===== config.mk =====
export PLATFORM = sky130hd
export DESIGN_NAME = lrp_ctrl
export DESIGN_NICKNAME = d
export VERILOG_FILES = /design/src/core/lrp_pkg.sv /design/src/core/lrp_ctrl.sv
export SDC_FILE = /design/constraint.sdc
export NUM_CORES = 1
export LEC_CHECK = 0
export ABC_AREA = 1
export BUFFER_PORTS_ARGS = -buffer_cell sky130_fd_sc_hd__buf_2
export CAP_MARGIN = 20
export CELL_PAD_IN_SITES_DETAIL_PLACEMENT = 0
export CELL_PAD_IN_SITES_GLOBAL_PLACEMENT = 1
export CORE_ASPECT_RATIO = 1.1
export CORE_MARGIN = 2
export CORE_UTILIZATION = 34
export DETAILED_ROUTE_END_ITERATION = 8
export PLACE_DENSITY_LB_ADDON = 0.1
export SETUP_SLACK_MARGIN = 0.2
export SLEW_MARGIN = 0
export SYNTH_ARGS = -nofsm -noshare
export SYNTH_HDL_FRONTEND = slang
export SYNTH_SLANG_ARGS = --single-unit

===== constraint.sdc =====
create_clock -name CORE_CLK -period 3 [get_ports CORE_CLK]
set_input_delay 0.15 -clock CORE_CLK [delete_from_list [all_inputs] [get_ports CORE_CLK]]
set_output_delay 0.15 -clock CORE_CLK [all_outputs]
set_load 0.02 [all_outputs]

===== src/core/lrp_pkg.sv =====
// package for the lo routing and synthesiser control block
// assumes one core clock and register bytes delivered as plain ports
package lrp_pkg;
    // general control bit positions
    localparam int GC_LO_DIV2     = 7;
    localparam int GC_DIFAMP      = 5;
    localparam int GC_OSC_POWER   = 3;
    localparam int GC_SYNTH_POWER = 2;
    localparam int GC_DEMOD_POWER = 1;
    // receive control / divider bit positions
    localparam int RC_FIX_ENABLE  = 6;
    localparam int DV_SYNTH_EN    = 7;
    localparam int DV_PUMP_HIZ    = 6;
    localparam int DS_LOCK        = 6;
    localparam logic [7:0] REG_RESET   = 8'h00;
    localparam logic [3:0] BAND_RESET  = 4'h0;
    localparam logic [3:0] BAND_GAIN   = 4'hF;
    localparam int LOCK_COUNT_DEF = 8;
    localparam int DIV_W          = 12;

    typedef struct packed {
        logic pos_60;
        logic pos_120;
        logic pos_180;
        logic neg_60;
        logic neg_120;
        logic neg_180;
    } lrp_offset_t;

    typedef enum logic [2:0] {
        ST_OFF  = 3'b001,
        ST_HUNT = 3'b010,
        ST_LOCK = 3'b100
    } lrp_lock_t;
endpackage


===== src/core/lrp_ctrl.sv =====
// lo routing, synthesiser enable, phase detector and lock detect
// assumes reference and lo edges arrive asynchronously on pins
module lrp_ctrl
    import lrp_pkg::*;
#(
    parameter int LOCK_COUNT = LOCK_COUNT_DEF,
    parameter int DW         = DIV_W
) (
    input  wire logic              CORE_CLK,
    input  wire logic              RSTN,
    input  wire logic              GEN_RESET,
    input  wire logic              GC_WE,
    input  wire logic [7:0]        GC_DATA,
    input  wire logic              RC_WE,
    input  wire logic [7:0]        RC_DATA,
    input  wire logic              BAND_WE,
    input  wire logic [3:0]        BAND_DATA,
    input  wire logic              OFS_WE,
    input  wire logic [5:0]        OFS_I_DATA,
    input  wire logic [5:0]        OFS_Q_DATA,
    input  wire logic              DIV_WE,
    input  wire logic [7:0]        DIV_CTRL_DATA,
    input  wire logic [DW-1:0]     M_DATA,
    input  wire logic [DW-1:0]     R_DATA,
    input  wire logic              AMP_I_EN,
    input  wire logic              AMP_Q_EN,
    input  wire logic              REFERENCE_INPUT,
    input  wire logic              EXTERNAL_LO_INPUT,
    output logic [7:0]             GEN_CTRL_RD,
    output logic [7:0]             DIV_STATUS_RD,
    output logic                   IQ_BALANCE_FIX_ENABLE,
    output logic [3:0]             CORRECTION_BAND_SELECT,
    output lrp_offset_t            OFFSET_I,
    output lrp_offset_t            OFFSET_Q,
    output logic                   ONCHIP_OSC_POWER,
    output logic                   SYNTH_POWER,
    output logic                   DEMOD_POWER,
    output logic                   LO_DIVIDE_SELECT,
    output logic                   EXT_LO_ENABLE,
    output logic                   AMP_I_POWER,
    output logic                   AMP_Q_POWER,
    output logic                   PUMP_UP,
    output logic                   PUMP_DOWN,
    output logic                   PUMP_OE,
    output logic                   LOCK_DETECT
);
    // ------------------------------------------------------------
    // control registers
    // ------------------------------------------------------------
    logic [7:0]    gc_r, gc_nxt, rc_r, rc_nxt, dv_r, dv_nxt;
    logic [3:0]    band_r, band_nxt;
    logic [5:0]    oi_r, oi_nxt, oq_r, oq_nxt;
    logic [DW-1:0] m_r, m_nxt, rdiv_r, rdiv_nxt;
    logic          clr;

    assign clr = !RSTN || GEN_RESET;

    always_comb begin
        gc_nxt   = gc_r;
        rc_nxt   = rc_r;
        dv_nxt   = dv_r;
        band_nxt = band_r;
        oi_nxt   = oi_r;
        oq_nxt   = oq_r;
        m_nxt    = m_r;
        rdiv_nxt = rdiv_r;
        if (clr) begin
            gc_nxt   = REG_RESET;
            rc_nxt   = REG_RESET;
            dv_nxt   = REG_RESET;
            band_nxt = BAND_RESET;
            oi_nxt   = '0;
            oq_nxt   = '0;
            m_nxt    = '0;
            rdiv_nxt = '0;
        end else begin
            if (GC_WE) gc_nxt = GC_DATA;
            if (RC_WE) rc_nxt = RC_DATA;
            if (BAND_WE) band_nxt = BAND_DATA;
            if (OFS_WE) begin
                oi_nxt = OFS_I_DATA;
                oq_nxt = OFS_Q_DATA;
            end
            if (DIV_WE) begin
                dv_nxt   = DIV_CTRL_DATA;
                m_nxt    = M_DATA;
                rdiv_nxt = R_DATA;
            end
        end
    end

    always_ff @(posedge CORE_CLK) begin
        gc_r   <= gc_nxt;
        rc_r   <= rc_nxt;
        dv_r   <= dv_nxt;
        band_r <= band_nxt;
        oi_r   <= oi_nxt;
        oq_r   <= oq_nxt;
        m_r    <= m_nxt;
        rdiv_r <= rdiv_nxt;
    end

    // ------------------------------------------------------------
    // pin synchronisers and edge detect
    // ------------------------------------------------------------
    logic [2:0] ref_s_r, lo_s_r;
    logic       ref_edge, lo_edge, run;

    always_ff @(posedge CORE_CLK) begin
        if (!RSTN) begin
            ref_s_r <= '0;
            lo_s_r  <= '0;
        end else begin
            ref_s_r <= {ref_s_r[1:0], REFERENCE_INPUT};
            lo_s_r  <= {lo_s_r[1:0], EXTERNAL_LO_INPUT};
        end
    end

    assign ref_edge = ref_s_r[1] && !ref_s_r[2];
    assign lo_edge  = lo_s_r[1] && !lo_s_r[2];
    assign run      = gc_r[GC_SYNTH_POWER] && dv_r[DV_SYNTH_EN];

    // ------------------------------------------------------------
    // dividers, phase detector, lock detect
    // ------------------------------------------------------------
    logic [DW-1:0] rc_cnt_r, rc_cnt_nxt, mc_cnt_r, mc_cnt_nxt;
    logic          rt, mt, up_nxt, dn_nxt, up_r, dn_r;
    logic [7:0]    good_r, good_nxt;
    lrp_lock_t     st_r, st_nxt;

    always_comb begin
        rc_cnt_nxt = rc_cnt_r;
        mc_cnt_nxt = mc_cnt_r;
        rt = 1'b0;
        mt = 1'b0;
        if (ref_edge) begin
            if (rc_cnt_r + 1'b1 >= rdiv_r) begin
                rc_cnt_nxt = '0;
                rt = 1'b1;
            end else begin
                rc_cnt_nxt = rc_cnt_r + 1'b1;
            end
        end
        if (lo_edge) begin
            if (mc_cnt_r + 1'b1 >= m_r) begin
                mc_cnt_nxt = '0;
                mt = 1'b1;
            end else begin
                mc_cnt_nxt = mc_cnt_r + 1'b1;
            end
        end
        up_nxt = up_r;
        dn_nxt = dn_r;
        if (rt && mt) begin
            up_nxt = 1'b0;
            dn_nxt = 1'b0;
        end else if (rt) begin
            if (dn_r) dn_nxt = 1'b0;
            else up_nxt = 1'b1;
        end else if (mt) begin
            if (up_r) up_nxt = 1'b0;
            else dn_nxt = 1'b1;
        end
        good_nxt = good_r;
        st_nxt   = st_r;
        case (st_r)
            ST_OFF: begin
                good_nxt = '0;
                if (run) st_nxt = ST_HUNT;
            end
            ST_HUNT: begin
                if (rt || mt) begin
                    if (rt && mt) good_nxt = good_r + 1'b1;
                    else good_nxt = '0;
                end
                if (good_r >= 8'(LOCK_COUNT)) st_nxt = ST_LOCK;
            end
            ST_LOCK: begin
                if (rt != mt) begin
                    st_nxt   = ST_HUNT;
                    good_nxt = '0;
                end
            end
            default: st_nxt = ST_OFF;
        endcase
        if (!run) begin
            rc_cnt_nxt = '0;
            mc_cnt_nxt = '0;
            up_nxt     = 1'b0;
            dn_nxt     = 1'b0;
            st_nxt     = ST_OFF;
            good_nxt   = '0;
        end
    end

    always_ff @(posedge CORE_CLK) begin
        if (clr) begin
            rc_cnt_r <= '0;
            mc_cnt_r <= '0;
            up_r     <= 1'b0;
            dn_r     <= 1'b0;
            good_r   <= '0;
            st_r     <= ST_OFF;
        end else begin
            rc_cnt_r <= rc_cnt_nxt;
            mc_cnt_r <= mc_cnt_nxt;
            up_r     <= up_nxt;
            dn_r     <= dn_nxt;
            good_r   <= good_nxt;
            st_r     <= st_nxt;
        end
    end

    // ------------------------------------------------------------
    // registered outputs
    // ------------------------------------------------------------
    always_ff @(posedge CORE_CLK) begin
        GEN_CTRL_RD            <= gc_r;
        DIV_STATUS_RD          <= '0;
        DIV_STATUS_RD[DS_LOCK] <= (st_r == ST_LOCK);
        LOCK_DETECT            <= (st_r == ST_LOCK);
        IQ_BALANCE_FIX_ENABLE  <= rc_r[RC_FIX_ENABLE];
        CORRECTION_BAND_SELECT <= band_r;
        OFFSET_I               <= oi_r;
        OFFSET_Q               <= oq_r;
        ONCHIP_OSC_POWER       <= gc_r[GC_OSC_POWER];
        SYNTH_POWER            <= run;
        DEMOD_POWER            <= gc_r[GC_DEMOD_POWER];
        EXT_LO_ENABLE          <= !gc_r[GC_OSC_POWER];
        LO_DIVIDE_SELECT       <= gc_r[GC_LO_DIV2];
        AMP_I_POWER            <= gc_r[GC_DIFAMP] || AMP_I_EN;
        AMP_Q_POWER            <= gc_r[GC_DIFAMP] || AMP_Q_EN;
        PUMP_UP                <= up_r && run;
        PUMP_DOWN              <= dn_r && run;
        PUMP_OE                <= run && !dv_r[DV_PUMP_HIZ];
    end

    // ------------------------------------------------------------
    // checks
    // ------------------------------------------------------------
    chk_reset_clear: assert property (@(posedge CORE_CLK)
        $past(clr) |-> gc_r == REG_RESET && band_r == BAND_RESET)
        else $error("control not cleared by reset");
    chk_fix_follow: assert property (@(posedge CORE_CLK) disable iff (!RSTN)
        1'b1 |=> IQ_BALANCE_FIX_ENABLE == $past(rc_r[RC_FIX_ENABLE]))
        else $error("fix enable mismatch");
    chk_synth_and: assert property (@(posedge CORE_CLK) disable iff (!RSTN)
        !(gc_r[GC_SYNTH_POWER] && dv_r[DV_SYNTH_EN]) |=> !SYNTH_POWER)
        else $error("synth ran without both enables");
    chk_hiz_pump: assert property (@(posedge CORE_CLK) disable iff (!RSTN)
        dv_r[DV_PUMP_HIZ] |=> !PUMP_OE)
        else $error("pump driven in hiz mode");
    chk_lock_stat: assert property (@(posedge CORE_CLK) disable iff (!RSTN)
        DIV_STATUS_RD[DS_LOCK] == LOCK_DETECT)
        else $error("lock status bit mismatch");
    chk_lock_drop: assert property (@(posedge CORE_CLK) disable iff (clr)
        st_r == ST_LOCK && run && rt != mt |=> ##1 !LOCK_DETECT)
        else $error("lock kept after misalignment");
    chk_slow_up: assert property (@(posedge CORE_CLK) disable iff (clr)
        run && rt && !mt && !dn_r |=> up_r)
        else $error("no up pulse when lo slow");
    chk_div_mode: assert property (@(posedge CORE_CLK) disable iff (!RSTN)
        1'b1 |=> LO_DIVIDE_SELECT == $past(gc_r[GC_LO_DIV2]))
        else $error("lo divide select mismatch");
    chk_amp_or: assert property (@(posedge CORE_CLK) disable iff (!RSTN)
        gc_r[GC_DIFAMP] |=> AMP_I_POWER && AMP_Q_POWER)
        else $error("amps not powered by general enable");
    chk_ofs_load: assert property (@(posedge CORE_CLK) disable iff (clr)
        OFS_WE |=> ##1 OFFSET_I == $past(OFS_I_DATA, 2))
        else $error("offset sources not loaded");
    chk_rate: assert property (@(posedge CORE_CLK) disable iff (clr)
        rt |-> rc_cnt_nxt == '0)
        else $error("reference divider not wrapped");
endmodule


==> summary by stage, run 1 <==
Finish
Summing all multi-input logic gate instances after layout gives 2759 sq um. The count of cells in the finished layout, fillers not included, comes to 1,111. The commonest non-fill, non-tap cell in the layout is sky130_fd_sc_hd__nand2_1.

The number of fill cells in the layout is 1,539. Summing all flip-flop and latch instances after layout gives 2572 sq um. The area growth from synthesis to layout is 45.92%. In the layout the commonest cells are sky130_fd_sc_hd__nand2_1, sky130_fd_sc_hd__dfxtp_1, sky130_fd_sc_hd__buf_2, sky130_fd_sc_hd__inv_1, sky130_fd_sc_hd__a21oi_1. The finished layout cell area is 7913 sq um. The net count of the finished layout is 1,003.

In the final layout, the share of cells above drive strength 1 is 31.21%.

Pwr
Summed over all nets, the switching power comes to 1.022 mW. The relative contribution of the clock network to total power is 50.3%. In this run, flip-flops and latches consume 42.0% of the power. In this run the static leakage power is 3.583 nW.

For this design the ratio of total power to cell area is 522.6 nW/um^2. The proportion of total power due to net switching is 24.72%. The power share of the combinational group is 7.7%. Across the VDD grid, the largest voltage drop is 0.3699 mV. The internal power of the cells totals 3.113 mW.

Die
The total die area is 16,980 sq um. The vertical die dimension is 136.5 um. The number of rows created at floorplan is 48. The number of top-level pins is 120. The initial core utilization is 34.59%.

From left edge to right edge, the die measures 124.4 um. After floorplanning, the core was sized to cover 15,680 sq um.

Logic synthesis
The synthesized flop and latch total is 127. The synthesized area is 5423 sq um. The top cell type by area accounts for 46.89% of the synthesized area. The gate count of the mapped netlist is 710. After synthesis, the cell types taking the most area are sky130_fd_sc_hd__dfxtp_1, sky130_fd_sc_hd__nand2_1, sky130_fd_sc_hd__a21oi_1.

The number of distinct standard cells referenced by the synthesized netlist is 31. The count of synthesis-stage warnings from yosys is 0. The average cell area after synthesis is 7.638 sq um.

Among all flip-flop cells after synthesis, the most frequent one is sky130_fd_sc_hd__dfxtp_1. Yosys mapped a number of flops with a built-in enable equal to 0. The async set-or-reset flop fraction in the synthesized netlist is 0%. For this run, the register share of the synthesized area comes to 46.89%.

Of all cell types, the one taking the most synthesized area is sky130_fd_sc_hd__dfxtp_1.

STA
Measured against its own limit, the worst slew margin works out to 65.90%. Between clock sinks in the finished design, the worst skew comes to 0.005439 ns. The post-route worst setup slack is 0.1280 ns.

The actual transition at the worst max-transition pin is 0.5107 ns. The final count of negative-setup-slack endpoints is 0. The final hold violation count is 0.

Counting I/O delays and the setup requirement, the final critical path takes 2.872 ns. The number of max-slew violations in the final report came to 0. The period utilization is 95.73%. The timing-limited maximum frequency is 348.2 MHz. Setup repair after global routing could not meet its margin everywhere.

Route
The total via count in the routed design is 5,023. The initial DRC count is 201. For this run, design rule violations remaining after detail routing come to 0. The average wire length per cell after detail routing is 12.31 um. Dividing the detail-routed via count by the number of cells gives 4.521. Once detail routing completed, the nets flagged for antenna violations numbered 0.

For this block, the routed nets add up to 13,680 um of wire. The first detailed-routing pass ran for 4 iterations.

Job
The tool flagged a number of max-cap violations equal to 0.

CTS
After clock tree synthesis, the clock-pin slew on the worst setup and hold paths is 0.06 ns. The H-tree was split into 4 levels. The number of clock buffers inserted by TritonCTS is 17. The tree is rooted in a sky130_fd_sc_hd__clkbuf_16. The maximum count of clock buffers along a single path is 2.

For the worst-skew pair, the clock arrives at the later sink with an insertion delay of 0.42 ns. TritonCTS built the clock tree. The TritonCTS sink count is 127.

Placement
At the end of routability-driven placement, the weighted congestion stood at 0.7468. In this run the tool buffered the top-level ports with 99 buffer cells. In this run, placement finished with an instance count of 1,019.

The placed instances occupy a cell area of 6322 sq um. Summed over all nets, the half-perimeter wirelength after detailed placement is 9394 um. The placement-stage worst setup slack is -0.06876 ns.

Worst setup path
STA puts the critical path data required time at 3.32 ns. The nature of the critical path endpoint is a flop. The endpoint identified for the worst register-to-register timing path is good_r[2]. The largest individual stage delay along the critical path comes from the cell sky130_fd_sc_hd__dfxtp_4. The class of the most critical setup path is flop to flop. The number of cells on the worst reg-to-reg path is 25. STA classifies the critical path startpoint as a flop. The data arrival time at the worst-slack endpoint is 3.19 ns. The biggest fanout along the worst timing path is 5. The setup slack of the worst register-to-register path is 0.13 ns. The critical path's largest stage delay is 0.37 ns. In this run the critical register-to-register path is launched from rc_cnt_r[0].

GRT
The leftover overflow at the end of global routing is 0. The number of antenna violations at the first check in global routing was 2. The total routing usage reported by global routing is 16.56%.

The maximum number of pins on one net before global-route repair is 43. The first global-routing pass estimated 22,620 um of wire. The number of global-route vias before repair is 4,916.

Worst hold path
In this run the worst hold path is classified as input port to flop. The hold-critical path endpoint is m_r[2]. The worst hold path passes through 3 cells.

The startpoint identified for the worst hold timing path is M_DATA[2].

Outcome
The flow ran to the end, and the final reports show no timing, DRC or antenna violations.
synthesized netlist by cell type (6+ instances only):
cell	instances
sky130_fd_sc_hd__a21oi_1	86
sky130_fd_sc_hd__nand3_1	26
sky130_fd_sc_hd__nor2_1	35
sky130_fd_sc_hd__dfxtp_1	127
sky130_fd_sc_hd__nand4_1	32
sky130_fd_sc_hd__buf_4	11
sky130_fd_sc_hd__xor2_1	6
sky130_fd_sc_hd__o21ai_0	26
sky130_fd_sc_hd__ha_1	30
sky130_fd_sc_hd__nand2_1	184
sky130_fd_sc_hd__clkbuf_1	17
sky130_fd_sc_hd__inv_1	97
per-stage QoR:
step	util [%]	power, mW	hold WS [ns]	TNS, ns
finish	50.48	4.135	0.009499	0
detailed placement	40.33	2.023	0.3377	-0.2554
floorplan	-	1.924	0.2435	0
CTS	48.38	4.178	0.00008080	0
global placement	40.33	2.020	0.3332	-0.1078
global route	50.46	4.322	0.005013	-0.1964
cells by family (layout without fill, tap and decap cells):
group	Yosys count	count (layout)	synth area share, %
XOR/XNOR	9	9	1.454
flip-flops	127	127	46.89
other	1	8	0.06915
AND/OR/NAND/NOR	291	292	23.35
AO/OA/AOI/OAI	117	117	11.08
adder cells (fa/ha/maj)	30	30	6.922
buffers and inverters	135	328	10.24
registers in the layout (all words and copies together), names as in the netlist, 6 cells and up:
| register | cells |
|---|---|
| rc_cnt_r | 12 |
| OFFSET_Q | 6 |
| oi_r | 6 |
| GEN_CTRL_RD | 8 |
| oq_r | 6 |
| rdiv_r | 12 |
| m_r | 12 |
| good_r | 8 |
| gc_r | 8 |
| mc_cnt_r | 12 |
| OFFSET_I | 6 |
final cells by class:
class	count	area share, %
Inverter	102	4.997
Tap cell	200	3.163
Timing Repair Buffer	194	16.87
Sequential cell	127	32.51
Clock inverter	15	2.182
Multi-Input combinational cell	455	34.87
Antenna cell	1	0.03163
Clock buffer	17	5.376
layer usage:
layer	part of all wire, %	track usage [%]	vias up
li1	-	-	2642
met1	45	19.55	2251
met2	47	27.84	110
met3	6.7	6.336	18
met4	1.3	5.431	2
met5	0.080	0	-
power groups by stage:
stage	sequential (mW)	clock (mW)	combinational [mW]
6_report	1.74	2.08	0.318
5_1_grt	1.74	2.23	0.354
4_1_cts	1.74	2.14	0.301
3_5_place_dp	1.78	0	0.244
3_3_place_gp	1.78	0	0.242
2_1_floorplan	1.79	0	0.131
worst max-delay path: cells and delay by family (launching register included):
kind	cells	cell delay (ns)
AO/OA/AOI/OAI	2	0.12
buffers and inverters	4	0.25
adder cells (fa/ha/maj)	3	0.70
flip-flops	1	0.37
AND/OR/NAND/NOR	16	1.32
worst max path at each step:
| stage | startpoint | endpoint | slack [ns] | depth (start not counted) |
|---|---|---|---|---|
| 6_report | rc_cnt_r[0] | good_r[2] | 0.13 | 25 |
| 5_1_grt | rc_cnt_r[6] | good_r[2] | -0.07 | 22 |
| 4_1_cts | rc_cnt_r[1] | good_r[2] | 0.12 | 24 |
| 3_5_place_dp | rc_cnt_r[1] | good_r[5] | -0.07 | 24 |
| 3_3_place_gp | rc_cnt_r[1] | good_r[2] | -0.03 | 24 |
| 2_1_floorplan | rc_cnt_r[0] | good_r[5] | 0.23 | 24 |
repair_timing:
action / CTS / global route
setup endpoints to repair: 9 / 11
setup buffers: 11 / 4
resized for setup: 39 / 70
hold endpoints to repair: 40 / 0
gates cloned: 1 / 0
hold buffers: 43 / 0
pin swaps: 27 / 39
No activity file was read; power rests on OpenSTA's default activity.
==> inputs of run 2 (changes only) <==
--- a/config.mk
+++ b/config.mk
@@ -14,7 +14,7 @@
 export CORE_MARGIN = 2
 export CORE_UTILIZATION = 34
 export DETAILED_ROUTE_END_ITERATION = 8
-export PLACE_DENSITY_LB_ADDON = 0.1
+export PLACE_DENSITY = 0.77
 export SETUP_SLACK_MARGIN = 0.2
 export SLEW_MARGIN = 0
 export SYNTH_ARGS = -nofsm -noshare
==> run 2 against run 1 <==
Design area rose by 1.6%. Critical endpoint is now good_r[5]. Non-clock buffer count is 21 higher. Critical path depth down 1. Clock skew increased by 0.0047 ns. Clock power about the same. Core utilization rose by 0.81 points. Cell count up 1.7%. First-iteration DRC count is 25% higher.
==> summary by stage, run 2 (synthesis results as in run 1) <==
CTS
The TritonCTS clock tree is done (unchanged). The number of clock buffers inserted by TritonCTS was 17 (unchanged). The TritonCTS sink count came to 127 (unchanged).

The clock-pin slew on the worst setup and hold paths is 0.06 ns (about the same). The root cell of the clock tree is sky130_fd_sc_hd__clkbuf_16 (unchanged). The insertion delay to the later sink of the worst-skew pair is 0.42 ns (about the same). The maximum count of clock buffers along a single path came to 2 (unchanged). The number of H-tree branching levels came to 4 (unchanged).

GRT
The total routing usage reported by global routing is 16.27% (was 16.56%). The number of antenna violations at the first check in global routing is 0 (was 2). The number of global-route vias before repair came to 4,818 (was 4,916).

The wire length of the first global-routing pass came to 22,360 um (was 22,620 um). The maximum number of pins on one net before global-route repair came to 47 (was 43). The leftover overflow at the end of global routing is 0 (unchanged).

Pwr
The power after layout is 4.143 mW (was 4.135 mW). The power density of the placed cells is 515.3 nW/um^2 (was 522.6 nW/um^2). The largest vdd supply drop is 0.4097 mV (was 0.3699 mV). The leakage dissipation was 3.670 nW (was 3.583 nW).

Route
The number of detailed-route iterations in the first pass was 5 (was 4). The number of vias per cell after detailed routing is 4.589 (was 4.521). The aggregate routed wire length is 13,990 um (was 13,680 um).

The average wire length per cell after detail routing is 12.38 um (was 12.31 um). The post-route DRC violation count is 0 (unchanged). The final antenna-violating net count is 0 (unchanged). The initial DRC count was 251 (was 201). The total via count in the routed design is 5,186 (was 5,023).

Worst setup path
The biggest fanout along the worst timing path is 5 (unchanged). The worst endpoint required time is 3.32 ns (about the same). The type of element launching the critical path is a flop (unchanged). The class of the most critical setup path is flop to flop (unchanged). The nature of the critical path endpoint is a flop (unchanged). The data arrival time at the worst-slack endpoint is 3.21 ns (was 3.19 ns).

STA
The actual transition at the worst max-transition pin is 0.5036 ns (was 0.5107 ns). Unrepaired setup endpoints after global routing: yes (unchanged). The final hold violation count was 0 (unchanged).

The final count of negative-setup-slack endpoints is 0 (unchanged). The final period demand of the worst path is 2.893 ns (was 2.872 ns). The number of max-slew violations in the final report is 0 (unchanged). The period utilization is 96.45% (was 95.73%). The headroom to the max-slew limit came to 66.38% (was 65.90%). The largest clock skew in the final design was 0.01014 ns (was 0.005439 ns). The hold slack is 0.02092 ns (was 0.009499 ns). The timing-limited maximum frequency was 345.6 MHz (was 348.2 MHz).

Outcome
Run status: finished clean (unchanged).

Worst hold path
The path category of the worst min-delay check is input port to flop (unchanged).

Finish
The number of fill cells in the layout was 1,473 (was 1,539). The commonest non-fill, non-tap cell in the layout is sky130_fd_sc_hd__nand2_1 (unchanged). The post-layout net count came to 1,023 (was 1,003). The diode insertion count for antenna repair is 0 (was 1). Most used cells in the layout excluding fill and tap cells: sky130_fd_sc_hd__nand2_1, sky130_fd_sc_hd__dfxtp_1, sky130_fd_sc_hd__buf_2, sky130_fd_sc_hd__inv_1, sky130_fd_sc_hd__a21oi_1 (unchanged). The share of post-route cells with drive strength above 1 is 30.86% (was 31.21%).

The growth of design area from synthesis to finish was 48.27% (was 45.92%).

Placement
The count of buffers inserted at the top-level ports is 99 (unchanged). The detailed placer's ending HPWL came to 8800 um (was 9394 um). The routability congestion estimate is 0.7922 (was 0.7468).

Job
The reported max-cap violation count came to 0 (unchanged).

Die
The vertical die dimension is 136.5 um (unchanged). The horizontal die dimension is 124.4 um (unchanged). The initial core utilization is 34.59% (unchanged).

The number of rows created at floorplan came to 48 (unchanged). The core area is 15,680 sq um (unchanged). The total die area is 16,980 sq um (unchanged). The number of top-level pins came to 120 (unchanged).
-- run 2: cell types whose count changed in the layout (fill, tap and decap cells not counted), moves of 3 or more --
cell and delta:
sky130_fd_sc_hd__buf_4 +10, sky130_fd_sc_hd__dlygate4sd3_1 +10, sky130_fd_sc_hd__inv_8 +6, sky130_fd_sc_hd__dfxtp_2 -5
sky130_fd_sc_hd__dfxtp_1 +4, sky130_fd_sc_hd__clkinvlp_4 -3, sky130_fd_sc_hd__inv_2 +3, sky130_fd_sc_hd__inv_6 -3
sky130_fd_sc_hd__nand2_4 -3, sky130_fd_sc_hd__nand3_1 +3, sky130_fd_sc_hd__nand3_2 -3
-- run 2: repair_timing --
action,CTS,global route
gates cloned,0,0
setup buffers,9,12
gates resized for setup,25,77
hold buffers,53,0
hold endpoints to repair,48,0
pin swaps,14,40
endpoints found under the setup margin,9,11
-- run 2: cell type report --
type	instances	area, sq um	share of cell area (%)
Clock buffer	17	425.4	5.291
Multi-Input combinational cell	454	2716	33.78
Sequential cell	127	2570	31.96
Inverter	102	390.4	4.855
Timing Repair Buffer	215	1521	18.92
Clock inverter	15	166.4	2.070
Tap cell	200	250.2	3.112
-- run 2: metrics by stage --
| stage | setup TNS (ns) | util, % | setup WS [ns] | std cells | cell area [sq um] |
|---|---|---|---|---|---|
| 6_report | 0 | 51.29 | 0.1066 | 1130 | 8040 |
| 5_1_grt | -0.2003 | 51.29 | -0.05319 | 1130 | 8040 |
| 4_1_cts | 0 | 48.73 | 0.04129 | 1118 | 7639 |
| 3_5_place_dp | -0.1939 | 40.57 | -0.04668 | 1024 | 6360 |
| 3_3_place_gp | -0.008324 | 40.57 | -0.004665 | 1024 | 6360 |
| 2_1_floorplan | 0 | - | 0.2330 | 716 | 5469 |
-- run 2: routing by layer --
metal	vias to the layer above	share of wire, %	global-route usage (%)
met5	-	0	0
met4	0	2.1	7.054
met3	25	4.8	4.250
met2	132	48	27.60
met1	2344	45	19.58
li1	2685	-	-
-- run 2: worst max-delay path: stages (launching register included) --
cell,delay (ns)
sky130_fd_sc_hd__dfxtp_2,0.35
sky130_fd_sc_hd__nand2_4,0.07
sky130_fd_sc_hd__nor2_4,0.19
sky130_fd_sc_hd__buf_6,0.13
sky130_fd_sc_hd__nand3_2,0.05
sky130_fd_sc_hd__nand2_1,0.08
sky130_fd_sc_hd__nand2_2,0.08
sky130_fd_sc_hd__ha_4,0.27
sky130_fd_sc_hd__nand2_4,0.05
sky130_fd_sc_hd__nor2_4,0.11
sky130_fd_sc_hd__nand2_2,0.07
sky130_fd_sc_hd__nor2_2,0.09
sky130_fd_sc_hd__nand2_1,0.09
sky130_fd_sc_hd__nand2_2,0.11
sky130_fd_sc_hd__nand2_4,0.08
sky130_fd_sc_hd__ha_4,0.27
sky130_fd_sc_hd__inv_2,0.04
sky130_fd_sc_hd__nand3_4,0.09
sky130_fd_sc_hd__o21ai_4,0.07
sky130_fd_sc_hd__nor2_4,0.16
sky130_fd_sc_hd__nand2_2,0.09
sky130_fd_sc_hd__nand2_4,0.12
sky130_fd_sc_hd__inv_4,0.06
sky130_fd_sc_hd__nand2_1,0.05
sky130_fd_sc_hd__nor2_1,0.03
-- run 2: final timing paths --
path / start / end / slack, ns / depth (start not counted)
min: R_DATA[6] / rdiv_r[6] / 0.02 / 3
min reg2reg: oi_r[3] / OFFSET_I[3] / 0.35 / 0
max: mc_cnt_r[3] / good_r[5] / 0.11 / 24
max reg2reg: mc_cnt_r[3] / good_r[5] / 0.11 / 24
-- run 2: power breakdown --
group	switching (mW)	internal [mW]	leakage, nW
combinational	0.181	0.149	2.33
clock	0.888	1.19	0.296
sequential	0.0135	1.72	1.04
total	1.08	3.06	3.67
